**src/design/fra_pkg.sv**
```systemverilog
package fra_pkg;

  typedef enum logic [2:0] {
    FRA_OP_ROTATE_RIGHT_THRU_FLAG,
    FRA_OP_SUB_ACC_FROM_FILE,
    FRA_OP_SUB_ACC_FROM_LITERAL,
    FRA_OP_NIBBLE_EXCHANGE,
    FRA_OP_XOR_LITERAL_INTO_ACC,
    FRA_OP_XOR_ACC_WITH_FILE,
    FRA_OP_SLEEP
  } fra_op_t;

  typedef enum logic {
    FRA_ST_RUN,
    FRA_ST_SLEEP
  } fra_state_t;

  localparam int unsigned FRA_DATA_W   = 8;
  localparam int unsigned FRA_ADDR_W   = 7;
  localparam int unsigned FRA_PRE_W    = 7;
  localparam int unsigned FRA_NIB_MSB  = 3;
  localparam int unsigned FRA_NIB_W    = 4;
  localparam int unsigned FRA_MSB      = 7;

  localparam logic FRA_DEST_ACC        = 1'b0;
  localparam logic FRA_DEST_FILE       = 1'b1;

  localparam logic [7:0] FRA_ZERO_BYTE = 8'h00;
  localparam logic [6:0] FRA_PRE_RST   = 7'h00;
  localparam logic [6:0] FRA_PRE_ONE   = 7'h01;
  localparam logic [6:0] FRA_PRE_MAX   = 7'h7f;
  localparam logic [7:0] FRA_WDT_ONE   = 8'h01;
  localparam logic [6:0] FRA_ADDR_RST  = 7'h00;
  localparam logic       FRA_FLAG_CLR  = 1'b0;
  localparam logic       FRA_FLAG_SET  = 1'b1;
  localparam logic       FRA_TO_RST    = 1'b1;
  localparam logic       FRA_PD_RST    = 1'b1;

endpackage : fra_pkg

```
**src/design/fra_alu_if.sv**
```systemverilog
`timescale 1ns/1ps
`default_nettype none
interface fra_alu_if;
  import fra_pkg::*;
  fra_op_t     op;
  logic [7:0]  acc;
  logic [7:0]  fval;
  logic [7:0]  lit;
  logic        cin;
  logic [7:0]  result;
  logic        cout;
  logic        dcout;
  logic        zout;
  logic        wr_c;
  logic        wr_dc;
  logic        wr_z;
  logic        wr_result;

  modport core (output op, acc, fval, lit, cin,
                input  result, cout, dcout, zout, wr_c, wr_dc, wr_z, wr_result);
  modport alu  (input  op, acc, fval, lit, cin,
                output result, cout, dcout, zout, wr_c, wr_dc, wr_z, wr_result);
endinterface : fra_alu_if
`default_nettype wire

```
**src/design/fra_core.sv**
```systemverilog
// Operation
// - Rotate right puts the flag into bit 7, bit 0 into the flag.
// - Destination select 0 writes the accumulator, 1 writes the file register.
// - Subtract-from-file computes file minus accumulator, two's complement.
// - It updates borrow-inverse, nibble flag and zero flag by unsigned compares.
// - Subtract-from-literal gives literal minus accumulator into accumulator, same flags.
// - Sleep clears the watchdog counter and its prescaler.
// - Sleep sets the timeout flag and clears the power-down flag.
// - After sleep the oscillator halts and no instruction executes.
// - Nibble exchange swaps the halves, writes destination, flags untouched.
// - Xor literal into accumulator, only the zero flag changes.
// - Xor accumulator with file to destination, only the zero flag changes.
`timescale 1ns/1ps
`default_nettype none
module fra_core
  import fra_pkg::*;
(
  input  wire logic       clk,
  input  wire logic       reset_n,
  input  wire logic       op_valid,
  input  wire fra_op_t    op_code,
  input  wire logic [6:0] file_addr,
  input  wire logic       dest_sel,
  input  wire logic [7:0] literal,
  input  wire logic [7:0] file_rdata,
  input  wire logic       wake,
  input  wire logic       watchdog_tick,
  output logic      [7:0] acc_q,
  output logic            file_we_q,
  output logic      [6:0] file_waddr_q,
  output logic      [7:0] file_wdata_q,
  output logic            borrow_inverse_flag_q,
  output logic            nibble_borrow_inverse_flag_q,
  output logic            zero_flag_q,
  output logic            timeout_flag_q,
  output logic            power_down_flag_q,
  output logic      [7:0] watchdog_counter_q,
  output logic            osc_halt_q
);

  fra_alu_if alu_bus ();

  fra_alu u_alu (
    .bus (alu_bus)
  );

  // Wake and watchdog tick come from other clocks
  logic [1:0] sync1_q;
  logic [1:0] sync2_q;
  logic [1:0] async_in;

  assign async_in = {watchdog_tick, wake};

  genvar gi;
  generate
    for (gi = 0; gi < 2; gi++) begin : g_sync
      always_ff @(posedge clk or negedge reset_n) begin
        if (!reset_n) begin
          sync1_q[gi] <= 1'b0;
          sync2_q[gi] <= 1'b0;
        end else begin
          sync1_q[gi] <= async_in[gi];
          sync2_q[gi] <= sync1_q[gi];
        end
      end
    end
  endgenerate

  logic wake_s;
  logic tick_s;
  logic tick_prev_q;
  logic tick_edge;

  assign wake_s    = sync2_q[0];
  assign tick_s    = sync2_q[1];
  assign tick_edge = tick_s & ~tick_prev_q;

  fra_state_t state_q;
  fra_state_t state_d;
  logic [7:0] acc_d;
  logic       file_we_d;
  logic [6:0] file_waddr_d;
  logic [7:0] file_wdata_d;
  logic       c_d;
  logic       dc_d;
  logic       z_d;
  logic       to_d;
  logic       pd_d;
  logic [7:0] wdt_d;
  logic [6:0] pre_q;
  logic [6:0] pre_d;
  logic       exec;
  logic       halt_d;

  assign alu_bus.op   = op_code;
  assign alu_bus.acc  = acc_q;
  assign alu_bus.fval = file_rdata;
  assign alu_bus.lit  = literal;
  assign alu_bus.cin  = borrow_inverse_flag_q;

  // Instructions are only taken while running
  assign exec = op_valid && (state_q == FRA_ST_RUN);

  always_comb begin
    state_d      = state_q;
    acc_d        = acc_q;
    file_we_d    = 1'b0;
    file_waddr_d = file_waddr_q;
    file_wdata_d = file_wdata_q;
    c_d          = borrow_inverse_flag_q;
    dc_d         = nibble_borrow_inverse_flag_q;
    z_d          = zero_flag_q;
    to_d         = timeout_flag_q;
    pd_d         = power_down_flag_q;
    pre_d        = pre_q;
    wdt_d        = watchdog_counter_q;
    // Watchdog keeps counting in sleep, it runs on its own oscillator
    if (tick_edge) begin
      pre_d = pre_q + FRA_PRE_ONE;
      if (pre_q == FRA_PRE_MAX) begin
        wdt_d = watchdog_counter_q + FRA_WDT_ONE;
      end
    end
    unique case (state_q)
      FRA_ST_RUN: begin
        if (exec) begin
          if (op_code == FRA_OP_SLEEP) begin
            wdt_d   = FRA_ZERO_BYTE;
            pre_d   = FRA_PRE_RST;
            to_d    = FRA_FLAG_SET;
            pd_d    = FRA_FLAG_CLR;
            state_d = FRA_ST_SLEEP;
          end else begin
            if (alu_bus.wr_c) begin
              c_d = alu_bus.cout;
            end
            if (alu_bus.wr_dc) begin
              dc_d = alu_bus.dcout;
            end
            if (alu_bus.wr_z) begin
              z_d = alu_bus.zout;
            end
            // Literal forms always land in the accumulator
            if (op_code == FRA_OP_SUB_ACC_FROM_LITERAL || op_code == FRA_OP_XOR_LITERAL_INTO_ACC ||
                dest_sel == FRA_DEST_ACC) begin
              acc_d = alu_bus.result;
            end else begin
              file_we_d    = alu_bus.wr_result;
              file_waddr_d = file_addr;
              file_wdata_d = alu_bus.result;
            end
          end
        end
      end
      FRA_ST_SLEEP: begin
        if (wake_s) begin
          state_d = FRA_ST_RUN;
        end
      end
    endcase
    // Halt follows the next state so it drops on the edge that resumes running
    halt_d = (state_d == FRA_ST_SLEEP);
  end

  always_ff @(posedge clk or negedge reset_n) begin
    if (!reset_n) begin
      state_q                      <= FRA_ST_RUN;
      acc_q                        <= FRA_ZERO_BYTE;
      file_we_q                    <= 1'b0;
      file_waddr_q                 <= FRA_ADDR_RST;
      file_wdata_q                 <= FRA_ZERO_BYTE;
      borrow_inverse_flag_q        <= FRA_FLAG_CLR;
      nibble_borrow_inverse_flag_q <= FRA_FLAG_CLR;
      zero_flag_q                  <= FRA_FLAG_CLR;
      timeout_flag_q               <= FRA_TO_RST;
      power_down_flag_q            <= FRA_PD_RST;
      watchdog_counter_q           <= FRA_ZERO_BYTE;
      pre_q                        <= FRA_PRE_RST;
      osc_halt_q                   <= 1'b0;
      tick_prev_q                  <= 1'b0;
    end else begin
      state_q                      <= state_d;
      acc_q                        <= acc_d;
      file_we_q                    <= file_we_d;
      file_waddr_q                 <= file_waddr_d;
      file_wdata_q                 <= file_wdata_d;
      borrow_inverse_flag_q        <= c_d;
      nibble_borrow_inverse_flag_q <= dc_d;
      zero_flag_q                  <= z_d;
      timeout_flag_q               <= to_d;
      power_down_flag_q            <= pd_d;
      watchdog_counter_q           <= wdt_d;
      pre_q                        <= pre_d;
      osc_halt_q                   <= halt_d;
      tick_prev_q                  <= tick_s;
    end
  end

  logic file_dest;
  assign file_dest = dest_sel == FRA_DEST_FILE && op_code != FRA_OP_SUB_ACC_FROM_LITERAL &&
                     op_code != FRA_OP_XOR_LITERAL_INTO_ACC && op_code != FRA_OP_SLEEP;
endmodule : fra_core
`default_nettype wire

```
**src/design/fra_alu.sv**
```systemverilog
`timescale 1ns/1ps
`default_nettype none
module fra_alu
  import fra_pkg::*;
(
  fra_alu_if.alu bus
);

  logic [8:0] diff_full;
  logic [4:0] diff_nib;
  logic [7:0] sub_src;

  always_comb begin
    sub_src       = (bus.op == FRA_OP_SUB_ACC_FROM_LITERAL) ? bus.lit : bus.fval;
    // Carry out of the 9-bit difference is the inverted borrow
    diff_full     = {1'b0, sub_src} - {1'b0, bus.acc};
    diff_nib      = {1'b0, sub_src[FRA_NIB_MSB:0]} - {1'b0, bus.acc[FRA_NIB_MSB:0]};
    bus.result    = FRA_ZERO_BYTE;
    bus.cout      = bus.cin;
    bus.dcout     = FRA_FLAG_CLR;
    bus.wr_c      = 1'b0;
    bus.wr_dc     = 1'b0;
    bus.wr_z      = 1'b0;
    bus.wr_result = 1'b1;
    unique case (bus.op)
      FRA_OP_ROTATE_RIGHT_THRU_FLAG: begin
        bus.result = {bus.cin, bus.fval[FRA_MSB:1]};
        bus.cout   = bus.fval[0];
        bus.wr_c   = 1'b1;
      end
      FRA_OP_SUB_ACC_FROM_FILE,
      FRA_OP_SUB_ACC_FROM_LITERAL: begin
        bus.result = diff_full[FRA_MSB:0];
        bus.cout   = ~diff_full[FRA_DATA_W];
        bus.dcout  = ~diff_nib[FRA_NIB_W];
        bus.wr_c   = 1'b1;
        bus.wr_dc  = 1'b1;
        bus.wr_z   = 1'b1;
      end
      FRA_OP_NIBBLE_EXCHANGE: begin
        bus.result = {bus.fval[FRA_NIB_MSB:0], bus.fval[FRA_MSB:FRA_NIB_W]};
      end
      FRA_OP_XOR_LITERAL_INTO_ACC: begin
        bus.result = bus.acc ^ bus.lit;
        bus.wr_z   = 1'b1;
      end
      FRA_OP_XOR_ACC_WITH_FILE: begin
        bus.result = bus.acc ^ bus.fval;
        bus.wr_z   = 1'b1;
      end
      FRA_OP_SLEEP: begin
        bus.wr_result = 1'b0;
      end
      default: begin
        bus.wr_result = 1'b0;
      end
    endcase
    bus.zout = (bus.result == FRA_ZERO_BYTE);
  end

endmodule : fra_alu
`default_nettype wire

```
**config.mk**
```make
export PLATFORM = sky130hd
export DESIGN_NAME = fra_core
export DESIGN_NICKNAME = d
export VERILOG_FILES = /design/src/design/fra_pkg.sv /design/src/design/fra_alu_if.sv /design/src/design/fra_core.sv /design/src/design/fra_alu.sv
export SDC_FILE = /design/constraint.sdc
export NUM_CORES = 1
export LEC_CHECK = 0
export ABC_CLOCK_PERIOD_IN_PS = 3350
export BUFFER_PORTS_ARGS = -buffer_cell sky130_fd_sc_hd__clkbuf_2
export CORE_UTILIZATION = 40
export CTS_BUF_LIST = sky130_fd_sc_hd__clkbuf_4
export CTS_CLUSTER_DIAMETER = 50
export DETAILED_ROUTE_END_ITERATION = 16
export SYNTH_ARGS = -nofsm -noshare
export SYNTH_HDL_FRONTEND = slang
export SYNTH_HIERARCHICAL = 1
export SYNTH_SLANG_ARGS = --single-unit
```
**constraint.sdc**
```tcl
create_clock -name clk -period 3.35 [get_ports clk]
set_input_delay 0.335 -clock clk [delete_from_list [all_inputs] [get_ports clk]]
set_output_delay 0.335 -clock clk [all_outputs]
set_load 0.02 [all_outputs]
```
### Word level (Yosys, flattened, before mapping)

Index checks and enable logic that the tools add are counted.

| word-level totals | value |
|---|---|
| register bits after elaboration | 49 |
| latch bits | 0 |
| memory bits (writable) | 0 |
| ROM bits | 0 |
| input bits | 32 |
| output and inout port bits | 38 |
| memories | 0 |

| operators by class | value |
|---|---|
| add/sub/neg operators | 4 |
| multiply operators | 0 |
| divide/modulo/power cells | 0 |
| magnitude comparators | 0 |
| eq/ne operators | 7 |
| shift operators | 0 |
| multiplexer cells | 25 |
| bitwise gates (word level) | 10 |
| reductions and logical operators | 16 |

Operators by type and width:

| kind | number |
|---|---|
| $mux W8 | 6 |
| $pmux W8 S5 | 1 |
| $mux W7 | 4 |
| $reduce_and A4 Y1 | 4 |
| $xor A8 B8 Y8 | 2 |
| $mux W1 | 12 |
| $eq A3 B3 Y1 const B | 3 |
| $sub A8 B8 Y9 | 1 |
| $add A8 B1 Y8 const B | 1 |
| $logic_not A8 Y1 | 1 |
| $add A7 B1 Y7 const B | 1 |
| $eq A7 B7 Y1 const B | 1 |
| $not A1 Y1 | 7 |
| $eq A3 B2 Y1 const B | 2 |
| $reduce_or A6 Y1 | 1 |
| $reduce_and A5 Y1 | 1 |
| $sub A4 B4 Y5 | 1 |
| $pmux W1 S2 | 2 |
| $reduce_or A4 Y1 | 1 |
| $eq A3 B1 Y1 const B | 1 |
| $logic_not A3 Y1 | 1 |
| $reduce_and A3 Y1 | 1 |
| $reduce_or A3 Y1 | 1 |
| $logic_or A1 B1 Y1 | 2 |
| 4 further kinds | 4 |

### Depth between registers and ports, before layout

| logic depth | value |
|---|---|
| word-level depth | 7 |
| depth in mapped cells | 14 |
| depth with buffers taken out | 13 |

### Modules after synthesis

Netlist, hierarchy kept.

By module, submodules not included:

| module | instances | cells each | area an instance (sq um) |
|---|---|---|---|
| fra_core | 1 | 163 | 2109.5 |
| fra_alu | 1 | 143 | 1014.7 |

### Least setup slack after synthesis

OpenSTA, ideal clock, no wires.

| timing path | value |
|---|---|
| path kind | in2reg |
| from | in op_code[0] |
| to | reg zero_flag_q |
| data arrival time | 3.379 ns |
| data required time | 3.225 ns |
| slack | -0.154 ns |
| cell stages on the path | 12 |
| path buffers | 2 |
| path through | buf_6 > buf_2 > nor3_2 > mux2_2 > fa_1 > a211o_1 > and3_1 > or4_1 > o41a_1 > nand2_1 > nor4_2 > mux2_2 |

| on the way | value |
|---|---|
| longest elaborated chain between the ends | 5 |
| elaborated cells between the ends (all ways) | 16 |
| those cells by class | add/sub (1); eq/ne (6); mux (3); bitwise (1); reduce/logical (5) |

Ends and longest elaborated chain:

| item | line | RTL |
|---|---|---|
| start, declared | fra_core.sv:21 | `input wire fra_op_t op_code,` |
| $eq A3 B2 Y1 | fra_alu.sv:14, fra_alu.sv:25 |  |
| $mux W8 | fra_alu.sv:14 | `sub_src = (bus.op == FRA_OP_SUB_ACC_FROM_LITERAL) ? bus.lit : bus.fval;` |
| $sub A8 B8 Y9 | fra_alu.sv:16 | `diff_full = {1'b0, sub_src} - {1'b0, bus.acc};` |
| $pmux W8 S5 * | fra_alu.sv:25 | `unique case (bus.op)` |
| named net alu_bus.result[6] | fra_alu_if.sv:10 | `logic [7:0] result;` |
| $logic_not A8 Y1 * | fra_alu.sv:58 | `bus.zout = (bus.result == FRA_ZERO_BYTE);` |
| named net alu_bus.zout | fra_alu_if.sv:13 | `logic zout;` |
| end signal, assigned | fra_core.sv:189 | `zero_flag_q <= z_d;` |
| end, declared | fra_core.sv:34 | `output logic zero_flag_q,` |

Mark *: on every way through the listed nets, which the timed path passes. The rest lies on a longest branch.
A chain may end at the register's enable or synchronous reset.

### Worst setup path in the final report

| timing path | value |
|---|---|
| from | in op_code[1] |
| to | reg zero_flag_q |

The elaborated chain is that of the path after synthesis.

==> results.md <==
- Die Area: between 8000 and 9000 µm²
- H-tree levels: 2
- Max Freq: approximately 340 MHz
- Total power: 2.300 mW
- Final setup violation count: 0
- Pleak: 1.685 nW
- Clock transition at the registers of the reported paths: 0.13 ns
- All-Layer GR Usage: 0.1914
- Mapped cell area: 3124 µm²
- Warnings, synthesis: 6
- Vias per Instance: 5.369
- Pwr dens: 616.8 nW/µm²
- Drt pass-1 iters: 4
- CTS tree: built
- Routability congestion estimate: roughly 0.90
- Reg2Reg Depth: 10
- Slowest cell on the critical path: or4_1
- Routed WL: about 7500 µm
- Number of global-route vias before repair: between 2000 and 3000
- CP Launch Type: input port
- Cell area after layout: 3729 µm²
- IO Port Bufs: 68
- Fin. Hold Viols: 0
- Worst path depth: 15
- Crit Path Class: in2reg
- Placed cell area: 3645 µm²
- Sequential standard cell area: 1227 µm²
- Yosys top cell area share: 0.3845
- Slew HR: 0.5823
- Final setup TNS: 0 ns
- Root buf cell: clkbuf_4
- WL/cell: 15.58 µm
- Detailed Route Iter0 Violations: 104
- Syn nets: about 350
- Ys flop type: dfrtp_1
- Layout cell share with drive strength beyond 1: 0.3551
- CP Max Fanout: 8
- Yosys reg bits: 49
- Row count: 31
- Multi-input logic area: 1768 µm²
- Die width: 90.38 µm
- Peak supply drop: roughly 0.00032 V
- CTS Buf Count: 5
- Unique masters post-synth: 63
- Setup slack, reg-to-reg: 0.70 ns
- Skew-Pair Late Insertion Delay: 0.36 ns
- Via count: 2588
- Clk sink count: 49
- Worst path buffer plus inverter count: 4
- FF-to-FF Start: acc_q[0]$_DFFE_PN0P_
- Tcrit/Tclk final: 0.8864
- Ant diodes: 0
- Fraction of registers with async set/reset: 1.000
- Fin cells: 482
- Final antenna-violating net count: 0
- Crit path max-delay family: simple AND/OR/NAND/NOR gates
- Global-route wire length before repair: 12580 µm
- Area growth syn-to-layout: 19.34%
- Synth cell count leaders: dfrtp_1 (48), mux2_2 (33), a21oi_1 (19), nor2_1 (19)
- Worst Slack Setup Final: 0.3806 ns
- Dpl ws: 0.01315 ns
- Count leader, synth: dfrtp_1
- Crit path cell chain: clkbuf_2 > clkinv_1 > nor3_4 > buf_12 > mux2i_1 > ha_1 > inv_1 > fa_2 > a211o_1 > and3_1 > or4_1 > o41a_1 > nand2_1 > nor4_2 > mux2_2
- DRC errors left: 0
- # hold bufs at CTS: 0
- Req. time, crit path: 3.60 ns
- CP peak stage delay: 0.47 ns
- Largest net degree at the start of global routing: 50
- Post_cts resized: 0
- Sequential share of the synthesized area: 0.3929
- Fill cells: ~700
- Outcome: finished clean
- Post-synth EDFFs: 0
- Initial Util: 0.4217
- Worst hold path type: in2async
- Placed Cells: 474
- CORE AREA: 7408 µm²
- Clk_skew: 0.01588 ns
- Post-DP HPWL: 5769 µm
- Gr ovfl total: 0
- CTS max path bufs: 2
- Final Critical Period: 2.969 ns
- Worst slew pin tran: 0.6253 ns
- IO Pins: 70
- RSZ-0062 raised after global routing: false
- CP arrival: 3.22 ns
- Final #Nets: 425
- Max-cap viol count: 0
- WHS: 0.04715 ns
- Die Ht: approximately 90 µm
- Yosys top cell by area: dfrtp_1
- Layout Utilization: 0.5033
- Final Max Tran Viols: 0
- Initial antenna violation count: 0
- Syn Area/Cell: about 10 µm²
- R2R Path End: zero_flag_q$_DFFE_PN0P_
- Main area contributors after synthesis: dfrtp_1 (38%), mux2_2 (12%), mux2i_1 (4.2%)
- Worst setup EP type: register
- Post-Synthesis Cells: 306
- # Post-CTS Setup Buffers: 0
-- cell usage in the layout (no fill, tap or decap), types with 2 or more instances in the layout --
cell type,Yosys,final
or3_1,4,4
clkbuf_2,0,68
o21a_1,2,2
nor4_1,3,3
mux2i_1,13,13
nor3_1,2,2
nor2_1,19,19
nand3b_1,4,4
dfrtp_1,48,48
a32oi_1,4,4
nand4_1,3,3
a22oi_1,2,2
nand2b_1,4,4
a21oi_1,19,19
or4_1,2,2
or4b_1,2,2
or3b_2,2,2
o41ai_1,2,2
a22o_1,2,2
nor2b_1,5,5
o31ai_1,6,6
o21bai_1,4,4
a211oi_1,2,2
xor2_1,2,2
xnor2_1,12,12
o211ai_1,2,2
nand2_1,11,11
ha_1,10,10
clkbuf_4,0,5
nand3_1,7,7
mux2_2,33,32
buf_4,2,13
inv_1,17,17
and3_1,2,2
o21ai_0,17,17
-- final cells by class --
class / instances / area share
clock buffers: 5 / 0.01007
clock inverters: 3 / 0.01242
inverters: 18 / 0.01812
multi-input cells: 226 / 0.4742
flip-flops and latches: 49 / 0.3292
well taps: 99 / 0.03322
repair buffers: 82 / 0.1228
-- cells by family after synthesis --
family,after synthesis,share of synthesized area
adder cells (fa/ha/maj),11,0.04646
multiplexers,46,0.1606
AND/OR/NAND/NOR,81,0.1506
other,1,0.001200
XOR/XNOR,14,0.03925
buffers and inverters,31,0.04525
flip-flops,49,0.3929
AO/OA/AOI/OAI,73,0.1638
-- worst reg2reg max path: stages, from the launching register on --
cell	delay [ns]
dfrtp_1	0.44
ha_1	0.19
inv_1	0.06
fa_2	0.34
a211o_1	0.33
and3_1	0.18
or4_1	0.47
o41a_1	0.12
nand2_1	0.10
nor4_2	0.06
mux2_2	0.27
-- routing by layer --
layer  share of wire  vias to the layer above  GRT usage
met5               0                        -          0
li1                -                     1268          -
met2            0.46                       59     0.3003
met1            0.48                     1251     0.2657
met3           0.036                       10    0.03620
met4           0.016                        0    0.06183
-- report_power, final --
part           leakage [nW]  internal [mW]  switching (mW)  total, mW
clock                0.0414          0.158           0.186      0.344
sequential            0.617          0.741           0.149      0.891
combinational          1.03          0.474           0.591       1.06
total                  1.69           1.37           0.926       2.30
-- worst max path at each step --
stage,from,to,slack (ns)
5_1_grt,op_code[1],zero_flag_q$_DFFE_PN0P_,0.29
6_report,op_code[1],zero_flag_q$_DFFE_PN0P_,0.38
2_1_floorplan,op_code[0],zero_flag_q$_DFFE_PN0P_,0.04
3_5_place_dp,op_code[1],zero_flag_q$_DFFE_PN0P_,0.01
3_3_place_gp,op_code[1],zero_flag_q$_DFFE_PN0P_,0.08
4_1_cts,op_code[1],zero_flag_q$_DFFE_PN0P_,0.40
-- state kept, by name, indices dropped and copies added, names as in the netlist --
name	count
acc_q	8
file_wdata_q	8
watchdog_counter_q	8
file_waddr_q	7
pre_q	7
sync1_q	2
borrow_inverse_flag_q	1
file_we_q	1
nibble_borrow_inverse_flag_q	1
power_down_flag_q	1
state_q	1
tick_prev_q	1
tick_s	1
wake_s	1
zero_flag_q	1
Power figures use the tool's default switching activity.
